### src/logic/srw_pkg.sv
// constants and types for the supervisor reset and watchdog block
// Operation
// - each trigger drives reset low 200ms
// - hold reset 200ms after every release event
// - manual reset low asserts reset continuously
// - manual reset high: hold further 200ms
// - high reset output inverts low output
// - idle kick beyond timeout triggers reset
// - reset or kick edge clears watchdog timer
// - floating kick input never causes reset
// - manual reset input pulled high internally
// - watchdog timeout nominally 1.6 seconds
// - watchdog held cleared while reset asserted
// - kick pulses of 50ns are detected
// - supply dip restarts hold timer
package srw_pkg;

    localparam int unsigned CLK_FREQ_HZ      = 25_000_000;
    localparam int unsigned RESET_HOLD_MS    = 200;
    // 1.6 s watchdog timeout, kept in milliseconds
    localparam int unsigned WD_TIMEOUT_MS    = 1600;
    localparam int unsigned KICK_MIN_NS      = 50;
    localparam int unsigned CLK_PER_MS       = CLK_FREQ_HZ / 1000;
    localparam int unsigned RESET_HOLD_CYC   = CLK_PER_MS * RESET_HOLD_MS;
    localparam int unsigned WD_TIMEOUT_CYC   = CLK_PER_MS * WD_TIMEOUT_MS;
    // internal kick driver goes high for the last eighth of the timeout
    localparam int unsigned KICK_DRV_NUM     = 7;
    localparam int unsigned KICK_DRV_DEN     = 8;
    localparam logic        RESET_N_RST      = 1'b0;
    localparam logic        RESET_HI_RST     = 1'b1;

    typedef enum logic [1:0] {
        ST_RUN    = 2'b00,
        ST_ASSERT = 2'b01,
        ST_HOLD   = 2'b11
    } srw_state_t;

endpackage

### src/logic/srw_tmr_if.sv
// timer control and status carried between the supervisor and its counters
`timescale 1ns/1ps
interface srw_tmr_if #(
    parameter int CNT_W = 8
);
    logic             clear;
    logic             run;
    logic [CNT_W-1:0] count;
    logic             expired;

    modport timer (input clear, input run, output count, output expired);
    modport ctrl  (output clear, output run, input count, input expired);
endinterface

### src/logic/srw_timer.sv
// saturating period counter with clear and run controls
`timescale 1ns/1ps
module srw_timer
    import srw_pkg::*;
#(
    parameter int          CNT_W = 8,
    parameter int unsigned TERM  = 100
) (
    // clock and reset
    input  wire logic clock,
    input  wire logic rstn,
    // control and status
    srw_tmr_if.timer  t
);
    localparam logic [CNT_W-1:0] TERM_C = CNT_W'(TERM);

    logic [CNT_W-1:0] count_reg;
    logic [CNT_W-1:0] count_next;
    wire              at_term = (count_reg == TERM_C);

    // clear has priority; counter stops at the terminal count
    assign count_next = t.clear ? '0 :
                        (t.run && !at_term) ? count_reg + CNT_W'(1) : count_reg;
    assign t.count    = count_reg;
    assign t.expired  = at_term;

    always_ff @(posedge clock or negedge rstn) begin
        if (!rstn) begin
            count_reg <= '0;
        end else begin
            count_reg <= count_next;
        end
    end

    chk_timer_clear: assert property (@(posedge clock) disable iff (!rstn)
        t.clear |=> (count_reg == '0)) else $error("timer not cleared");
    chk_timer_step: assert property (@(posedge clock) disable iff (!rstn)
        (!t.clear && t.run && !at_term) |=> (count_reg == $past(count_reg) + CNT_W'(1)))
        else $error("timer did not advance");
endmodule

### src/logic/srw_supervisor.sv
// supervisor: reset generation, reset-hold stretch and watchdog
`timescale 1ns/1ps
module srw_supervisor
    import srw_pkg::*;
#(
    parameter int unsigned HOLD_CYC = RESET_HOLD_CYC,
    parameter int unsigned WD_CYC   = WD_TIMEOUT_CYC
) (
    // clock and reset
    input  wire logic clock,
    input  wire logic rstn,
    // supply comparator
    input  wire logic supply_low,
    // manual reset pin
    input  wire logic manual_reset_n,
    output wire logic manual_reset_pu_out,
    output wire logic manual_reset_pu_oe,
    // watchdog kick pin
    input  wire logic watchdog_kick_input,
    output wire logic watchdog_kick_out,
    output wire logic watchdog_kick_oe,
    // reset outputs toward the host
    output wire logic reset_n_out,
    output wire logic reset_out
);
    localparam int HOLD_W = $clog2(HOLD_CYC + 1);
    localparam int WD_W   = $clog2(WD_CYC + 1);
    // point at which the internal kick driver turns high
    localparam logic [WD_W-1:0] KICK_DRV_AT =
        WD_W'((64'(WD_CYC) * KICK_DRV_NUM) / KICK_DRV_DEN);

    srw_tmr_if #(.CNT_W(HOLD_W)) hold_t ();
    srw_tmr_if #(.CNT_W(WD_W))   wd_t ();

    srw_state_t state_reg;
    srw_state_t state_next;
    logic       supply_meta_reg;
    logic       supply_sync_reg;
    logic       kick_last_reg;
    logic       kick_drive_reg;
    logic       reset_n_reg;
    logic       reset_hi_reg;

    // the comparator output is asynchronous to our clock
    always_ff @(posedge clock or negedge rstn) begin
        if (!rstn) begin
            supply_meta_reg <= 1'b1;
            supply_sync_reg <= 1'b1;
        end else begin
            supply_meta_reg <= supply_low;
            supply_sync_reg <= supply_meta_reg;
        end
    end

    // level causes: held reset for as long as either stands
    wire level_cause = supply_sync_reg || !manual_reset_n;
    // every sampled level change is an edge; one 40 ns sample catches a 50 ns pulse
    wire kick_edge   = watchdog_kick_input ^ kick_last_reg;
    wire in_run      = (state_reg == ST_RUN);
    wire wd_fire     = in_run && wd_t.expired;

    // gray path run -> assert -> hold -> run; watchdog expiry jumps to hold
    // a three-state loop cannot stay gray throughout: hold to run flips both bits
    always_comb begin
        state_next = state_reg;
        unique case (state_reg)
            ST_RUN: begin
                if (level_cause) begin
                    state_next = ST_ASSERT;
                end else if (wd_fire) begin
                    state_next = ST_HOLD;
                end
            end
            ST_ASSERT: begin
                if (!level_cause) begin
                    state_next = ST_HOLD;
                end
            end
            ST_HOLD: begin
                if (level_cause) begin
                    state_next = ST_ASSERT;
                end else if (hold_t.expired) begin
                    state_next = ST_RUN;
                end
            end
            default: begin
                state_next = ST_ASSERT;
            end
        endcase
    end

    // hold timer counts only while stretching; any other state restarts it
    assign hold_t.clear = (state_reg != ST_HOLD);
    assign hold_t.run   = (state_reg == ST_HOLD);

    // watchdog cleared throughout reset and on every kick edge
    assign wd_t.clear   = !in_run || kick_edge;
    assign wd_t.run     = in_run;

    // driver forced low whenever reset follows, so it never shows a stale late-count high
    wire kick_drive_next = (state_next == ST_RUN) && (wd_t.count >= KICK_DRV_AT);

    // both periods use the same saturating timer

    srw_timer #(.CNT_W(HOLD_W), .TERM(HOLD_CYC)) u_hold (
        .clock (clock),
        .rstn  (rstn),
        .t     (hold_t)
    );

    srw_timer #(.CNT_W(WD_W), .TERM(WD_CYC)) u_wd (
        .clock (clock),
        .rstn  (rstn),
        .t     (wd_t)
    );

    // power-up starts in hold so the host gets a full reset pulse
    always_ff @(posedge clock or negedge rstn) begin
        if (!rstn) begin
            state_reg      <= ST_HOLD;
            kick_last_reg  <= 1'b0;
            kick_drive_reg <= 1'b0;
            reset_n_reg    <= RESET_N_RST;
            reset_hi_reg   <= RESET_HI_RST;
        end else begin
            state_reg      <= state_next;
            kick_last_reg  <= watchdog_kick_input;
            kick_drive_reg <= kick_drive_next;
            reset_n_reg    <= (state_next == ST_RUN);
            reset_hi_reg   <= (state_next != ST_RUN);
        end
    end

    // weak internal driver: an open kick pin follows it and services the
    // timer before expiry; a stronger external driver simply overrides it
    assign watchdog_kick_out   = kick_drive_reg;
    assign watchdog_kick_oe    = 1'b1;

    // weak pull-up so an open manual reset pin reads inactive
    assign manual_reset_pu_out = 1'b1;
    assign manual_reset_pu_oe  = 1'b1;

    assign reset_n_out = reset_n_reg;
    assign reset_out   = reset_hi_reg;

    // helper: cycles spent in hold since entering it
    logic [HOLD_W:0] hold_age_reg;
    always_ff @(posedge clock or negedge rstn) begin
        if (!rstn) begin
            hold_age_reg <= '0;
        end else if (state_reg != ST_HOLD) begin
            hold_age_reg <= '0;
        end else if (hold_age_reg[HOLD_W] == 1'b0) begin
            hold_age_reg <= hold_age_reg + (HOLD_W + 1)'(1);
        end
    end

    chk_outputs_inverse: assert property (@(posedge clock) disable iff (!rstn)
        reset_out == !reset_n_out) else $error("reset outputs not inverse");

    chk_manual_asserts: assert property (@(posedge clock) disable iff (!rstn)
        !manual_reset_n |=> !reset_n_out) else $error("manual reset not asserted");

    chk_supply_asserts: assert property (@(posedge clock) disable iff (!rstn)
        supply_sync_reg |=> !reset_n_out) else $error("supply low not asserted");

    chk_hold_length: assert property (@(posedge clock) disable iff (!rstn)
        $rose(reset_n_reg) |-> ($past(hold_age_reg) == (HOLD_W + 1)'(HOLD_CYC)))
        else $error("reset hold length wrong");

    chk_manual_release: assert property (@(posedge clock) disable iff (!rstn)
        ($rose(manual_reset_n) && !supply_sync_reg) |=> (!reset_n_out && state_reg == ST_HOLD))
        else $error("manual release not stretched");

    chk_wd_cleared: assert property (@(posedge clock) disable iff (!rstn)
        (!in_run) |=> (wd_t.count == '0 || in_run)) else $error("watchdog counts in reset");

    chk_kick_clears: assert property (@(posedge clock) disable iff (!rstn)
        kick_edge |=> (wd_t.count == '0)) else $error("kick did not clear watchdog");

    chk_wd_fires: assert property (@(posedge clock) disable iff (!rstn)
        (wd_fire && !level_cause) |=> (state_reg == ST_HOLD && !reset_n_out))
        else $error("watchdog expiry lost");

    chk_drive_low_reset: assert property (@(posedge clock) disable iff (!rstn)
        (!in_run) [*2] |-> !watchdog_kick_out) else $error("kick driver high in reset");

    chk_supply_restart: assert property (@(posedge clock) disable iff (!rstn)
        (state_reg == ST_HOLD && level_cause) |=> (state_reg == ST_ASSERT) ##1 (hold_t.count == '0))
        else $error("hold timer not restarted");

    // release, stretch and watchdog timing as seen from the state register
    chk_state_outputs: assert property (@(posedge clock) disable iff (!rstn)
        reset_n_out == (state_reg == ST_RUN)) else $error("reset output disagrees with state");

    chk_hold_no_early: assert property (@(posedge clock) disable iff (!rstn)
        (state_reg == ST_HOLD && !hold_t.expired) |=> !reset_n_out)
        else $error("reset released before hold ended");

    chk_hold_releases: assert property (@(posedge clock) disable iff (!rstn)
        (state_reg == ST_HOLD && hold_t.expired && !level_cause) |=> reset_n_out)
        else $error("reset not released after hold");

    chk_assert_stays: assert property (@(posedge clock) disable iff (!rstn)
        (state_reg == ST_ASSERT && level_cause) |=> (state_reg == ST_ASSERT))
        else $error("reset left while cause stands");

    chk_wd_counts: assert property (@(posedge clock) disable iff (!rstn)
        (in_run && !kick_edge && !wd_t.expired) |=> (wd_t.count == $past(wd_t.count) + WD_W'(1)))
        else $error("watchdog not counting while released");

    chk_wd_no_early: assert property (@(posedge clock) disable iff (!rstn)
        (in_run && !wd_t.expired && !level_cause) |=> reset_n_out)
        else $error("watchdog reset before timeout");

    chk_drive_high: assert property (@(posedge clock) disable iff (!rstn)
        (in_run && wd_t.count >= KICK_DRV_AT && !level_cause && !wd_fire) |=> watchdog_kick_out)
        else $error("kick driver not high late in timeout");

    chk_drive_low_early: assert property (@(posedge clock) disable iff (!rstn)
        (wd_t.count < KICK_DRV_AT) |=> !watchdog_kick_out)
        else $error("kick driver high early in timeout");
endmodule

### config.mk
export PLATFORM = sky130hd
export DESIGN_NAME = srw_supervisor
export DESIGN_NICKNAME = d
export VERILOG_FILES = /design/src/logic/srw_pkg.sv /design/src/logic/srw_tmr_if.sv /design/src/logic/srw_timer.sv /design/src/logic/srw_supervisor.sv
export SDC_FILE = /design/constraint.sdc
export NUM_CORES = 1
export LEC_CHECK = 0
export BUFFER_PORTS_ARGS = -buffer_cell sky130_fd_sc_hd__buf_4
export CAP_MARGIN = 15
export CELL_PAD_IN_SITES_DETAIL_PLACEMENT = 0
export CELL_PAD_IN_SITES_GLOBAL_PLACEMENT = 1
export CORE_ASPECT_RATIO = 0.5
export CORE_MARGIN = 1
export CORE_UTILIZATION = 40
export DETAILED_ROUTE_END_ITERATION = 8
export GPL_ROUTABILITY_DRIVEN = 0
export PLACE_DENSITY_LB_ADDON = 0.05
export SLEW_MARGIN = 10
export SYNTH_ARGS = -nofsm -noshare
export SYNTH_HDL_FRONTEND = slang
export SYNTH_SLANG_ARGS = --single-unit
### constraint.sdc
create_clock -name clock -period 2.1 [get_ports clock]
set_input_delay 0.21 -clock clock [delete_from_list [all_inputs] [get_ports clock]]
set_output_delay 0.21 -clock clock [all_outputs]
set_load 0.005 [all_outputs]
==> results.yml <==
routing:
  top_layer: "met4"
  dr_wl_met3_um: 229
  ant_nets: 0
  wl_per_cell_um: 15.1
  wl_met1_um: 3240
  first_pass_iters: 8
  drc: 1
  wirelength_um: 6790
  drt-vias-per-instance: 5.63
  drt-initial-drc-count: 123
  met2_length_um: 3230
  vias: 2532
critical_path:
  arrival_ns: 2.24
  critPathTopFamily: "simple AND/OR/NAND/NOR gates"
  worstSetupEndpointType: "flop"
  critical_path_required_ns: 2.35
  worstSetupPathDepth: 4
  slowest_stage: "or4_1"
  crit_chain: "nand4_1 -> or4_1 -> or4_1 -> a21oi_1"
  crit_top_cell: "or4_1"
  critical_path_class: "reg -> reg"
  reg2regPathDepth: 4
  crit_buf_inv: 0
  worstSetupStartpointType: "flop"
  crit_fanout: 9
  cp_slowest_stage_delay_ns: 0.69
clocking:
  cts_setup_buffers: 0
  clkLatencyLatePin_ns: 0.33
  root_buffer: "clkbuf_16"
  cts_buffer_depth: 2
  clkTransAtPathRegs_ns: 0.05
  cts_buffers: 9
  cts_tree: "done"
  h-tree-depth: 3
  cts_sinks: 57
hold_path:
  holdPathStages: 3
  hold_path_class: "in -> reg"
global_routing:
  grt_pass1_wl_um: 12100
  grt_max_degree: 58
  antenna_found_initial: 0
  grt_pass1_vias: 2511
  grt_use_total_pct: 19.8
  overflow: 0
layout:
  num_antenna_cells: 0
  area_delta_synth_final_pct: 20.1
  final_layout_size_suffix_gt1_share_pct: 14.7
  layout.cells.non_filler: 450
  fin_nets: 358
  largest_register_ffs: 26
sta:
  fin_crit_sh_pct: 94.6
  fin_crit_ns: 1.99
  setup-tns-final_ns: 0
  drv_slew: 0
  hold_violations: 0
  worstMarginPinSlew_ns: 0.728
  clock-skew-final_ns: 0.00476
  finalSetupViolations: 0
  clock.fmax_mhz: 503
  max_slew_margin_pct: 51.5
synthesis:
  ys_ff_latch: 57
  synth.avg_cell_area_um2: 9.33
  ys_seq_area_share_pct: 47.1
  ys_warn_count: 0
  netlist_area_mm2: 0.00304
  synth.distinct_cells: 42
  synthCells: 326
pwr:
  power_density_mw_per_mm2: 782
  ir_drop_mv: 0.413
  cellLeakagePower_nw: 1.36
  total_power_mw: 2.86
floorplanning:
  core_area_mm2: 0.00735
  rows: 22
  die_area_mm2: 0.00798
  start_util_pct: 41.4
  ios: 11
  die_h_um: 63.7
  chipWidth_um: 125
outcome:
  status: "finished with violations"
  violations: "design-rule violations"
placement:
  io_buffers: 7
  dp_hpwl_um: 4710
  place_inst: 431
job:
  maxCapViolCount: 0
-- synthesized netlist by cell type (all sizes together) --
cell type | n | area (um2)
nor2b | 3 | 18.8
inv | 12 | 45.0
ha | 4 | 50.1
a21o | 1 | 7.51
dfrtp | 52 | 1300
a21bo | 2 | 20.0
conb | 1 | 3.75
a211oi | 1 | 7.51
o21ai | 17 | 85.1
clkbuf | 11 | 42.5
and2 | 3 | 18.8
buf | 5 | 31.3
nor3 | 10 | 50.1
dfstp | 5 | 131
or3 | 14 | 90.1
xnor2 | 11 | 96.3
and3 | 5 | 31.3
o21a | 2 | 15.0
nand4 | 13 | 81.3
o31a | 1 | 8.76
nor4 | 6 | 37.5
mux2i | 1 | 10.0
a21boi | 1 | 7.51
nor2 | 22 | 82.6
nand3 | 19 | 108
nand2b | 3 | 18.8
a21oi | 30 | 150
nor4b | 4 | 35.0
or4 | 15 | 113
a31oi | 2 | 12.5
or2 | 1 | 6.26
nand2 | 19 | 71.3
o31ai | 11 | 82.6
and4 | 6 | 52.6
xor2 | 8 | 70.1
o211ai | 1 | 7.51
nor4bb | 4 | 40.0
-- cell usage in the layout, fill, tap and decap left out, types with 4 or more instances in the layout --
| cell | instances |
|---|---|
| a21oi_1 | 30 |
| dfstp_2 | 5 |
| or4_1 | 14 |
| and4_1 | 6 |
| o21ai_0 | 16 |
| xnor2_1 | 11 |
| nor2_1 | 22 |
| nor3_1 | 10 |
| nor4_1 | 6 |
| buf_4 | 23 |
| or3_1 | 12 |
| nand2_1 | 19 |
| ha_1 | 4 |
| nor4bb_1 | 4 |
| o31ai_1 | 11 |
| nand3_1 | 18 |
| dfrtp_1 | 52 |
| inv_1 | 12 |
| xor2_1 | 8 |
| clkbuf_16 | 9 |
| nand4_1 | 13 |
| and3_1 | 5 |
-- worst register-to-register path, stage by stage, from the launching register on --
cell     delay, ns
dfrtp_1       0.46
nand4_1       0.17
or4_1         0.69
or4_1         0.45
a21oi_1       0.14
-- metrics by stage --
stage,hold slack (ns),cell area (um2),setup WS (ns),util [%]
5_1_grt,0.253,3650,-0.0127,49.7
6_report,0.246,3650,0.114,49.7
2_1_floorplan,-0.0856,3050,0.103,-
3_3_place_gp,0.318,3270,0.150,44.5
4_1_cts,0.238,3640,0.0892,49.5
3_5_place_dp,0.321,3270,0.0917,44.5
-- where the power goes --
group	switching, mW	internal [mW]
combinational	0.0395	0.0191
sequential	0.00384	1.11
clock	0.502	1.18
-- per-layer routing --
| layer | GRT usage (%) | up-vias |
|---|---|---|
| li1 | - | 1242 |
| met1 | 24.4 | 1245 |
| met2 | 32.3 | 37 |
| met3 | 6.63 | 8 |
| met4 | 7.16 | 0 |
| met5 | 0 | - |
-- final timing paths --
kind | from | endpoint | slack (ns)
worst max-delay path | u_hold.t.count[2] | u_hold.t.count[19] | 0.11
worst min-delay path | manual_reset_n | state_reg[1] | 0.25
worst max register to register | u_hold.t.count[2] | u_hold.t.count[19] | 0.11
worst min register to register | supply_meta_reg | supply_sync_reg | 0.36
max in group asynchronous | rstn | u_hold.t.count[13] | 1.14
min in group asynchronous | rstn | u_wd.t.count[12] | 0.49
-- cell type report --
class	count	area, um2
Inverter	12	45.0
Sequential cell	57	1430
Tap cell	96	120
Timing Repair Buffer	26	203
Multi-Input combinational cell	243	1510
Clock buffer	10	239
Clock inverter	6	105
Fill cell	667	3700
-- what timing repair did --
action                                 in CTS  in global routing
endpoints found under the hold margin      54                  0
gates resized for setup                     0                  3
hold buffers                                3                  0
setup endpoints to repair                   0                  6
-- cells by family (layout without fill, tap and decap cells) --
group,Yosys count,in the layout,share of synthesized area [%]
and+or+nand+nor,147,147,28.1
AOI/OAI and AO/OA,69,69,13.3
DFF,57,57,47.1
buffers and inverters,28,54,3.91
xor gates and xnor gates,19,19,5.47
adders and majority gates,4,4,1.65
other,1,3,0.123
muxes,1,1,0.329
(Power assumes the default switching activity.)
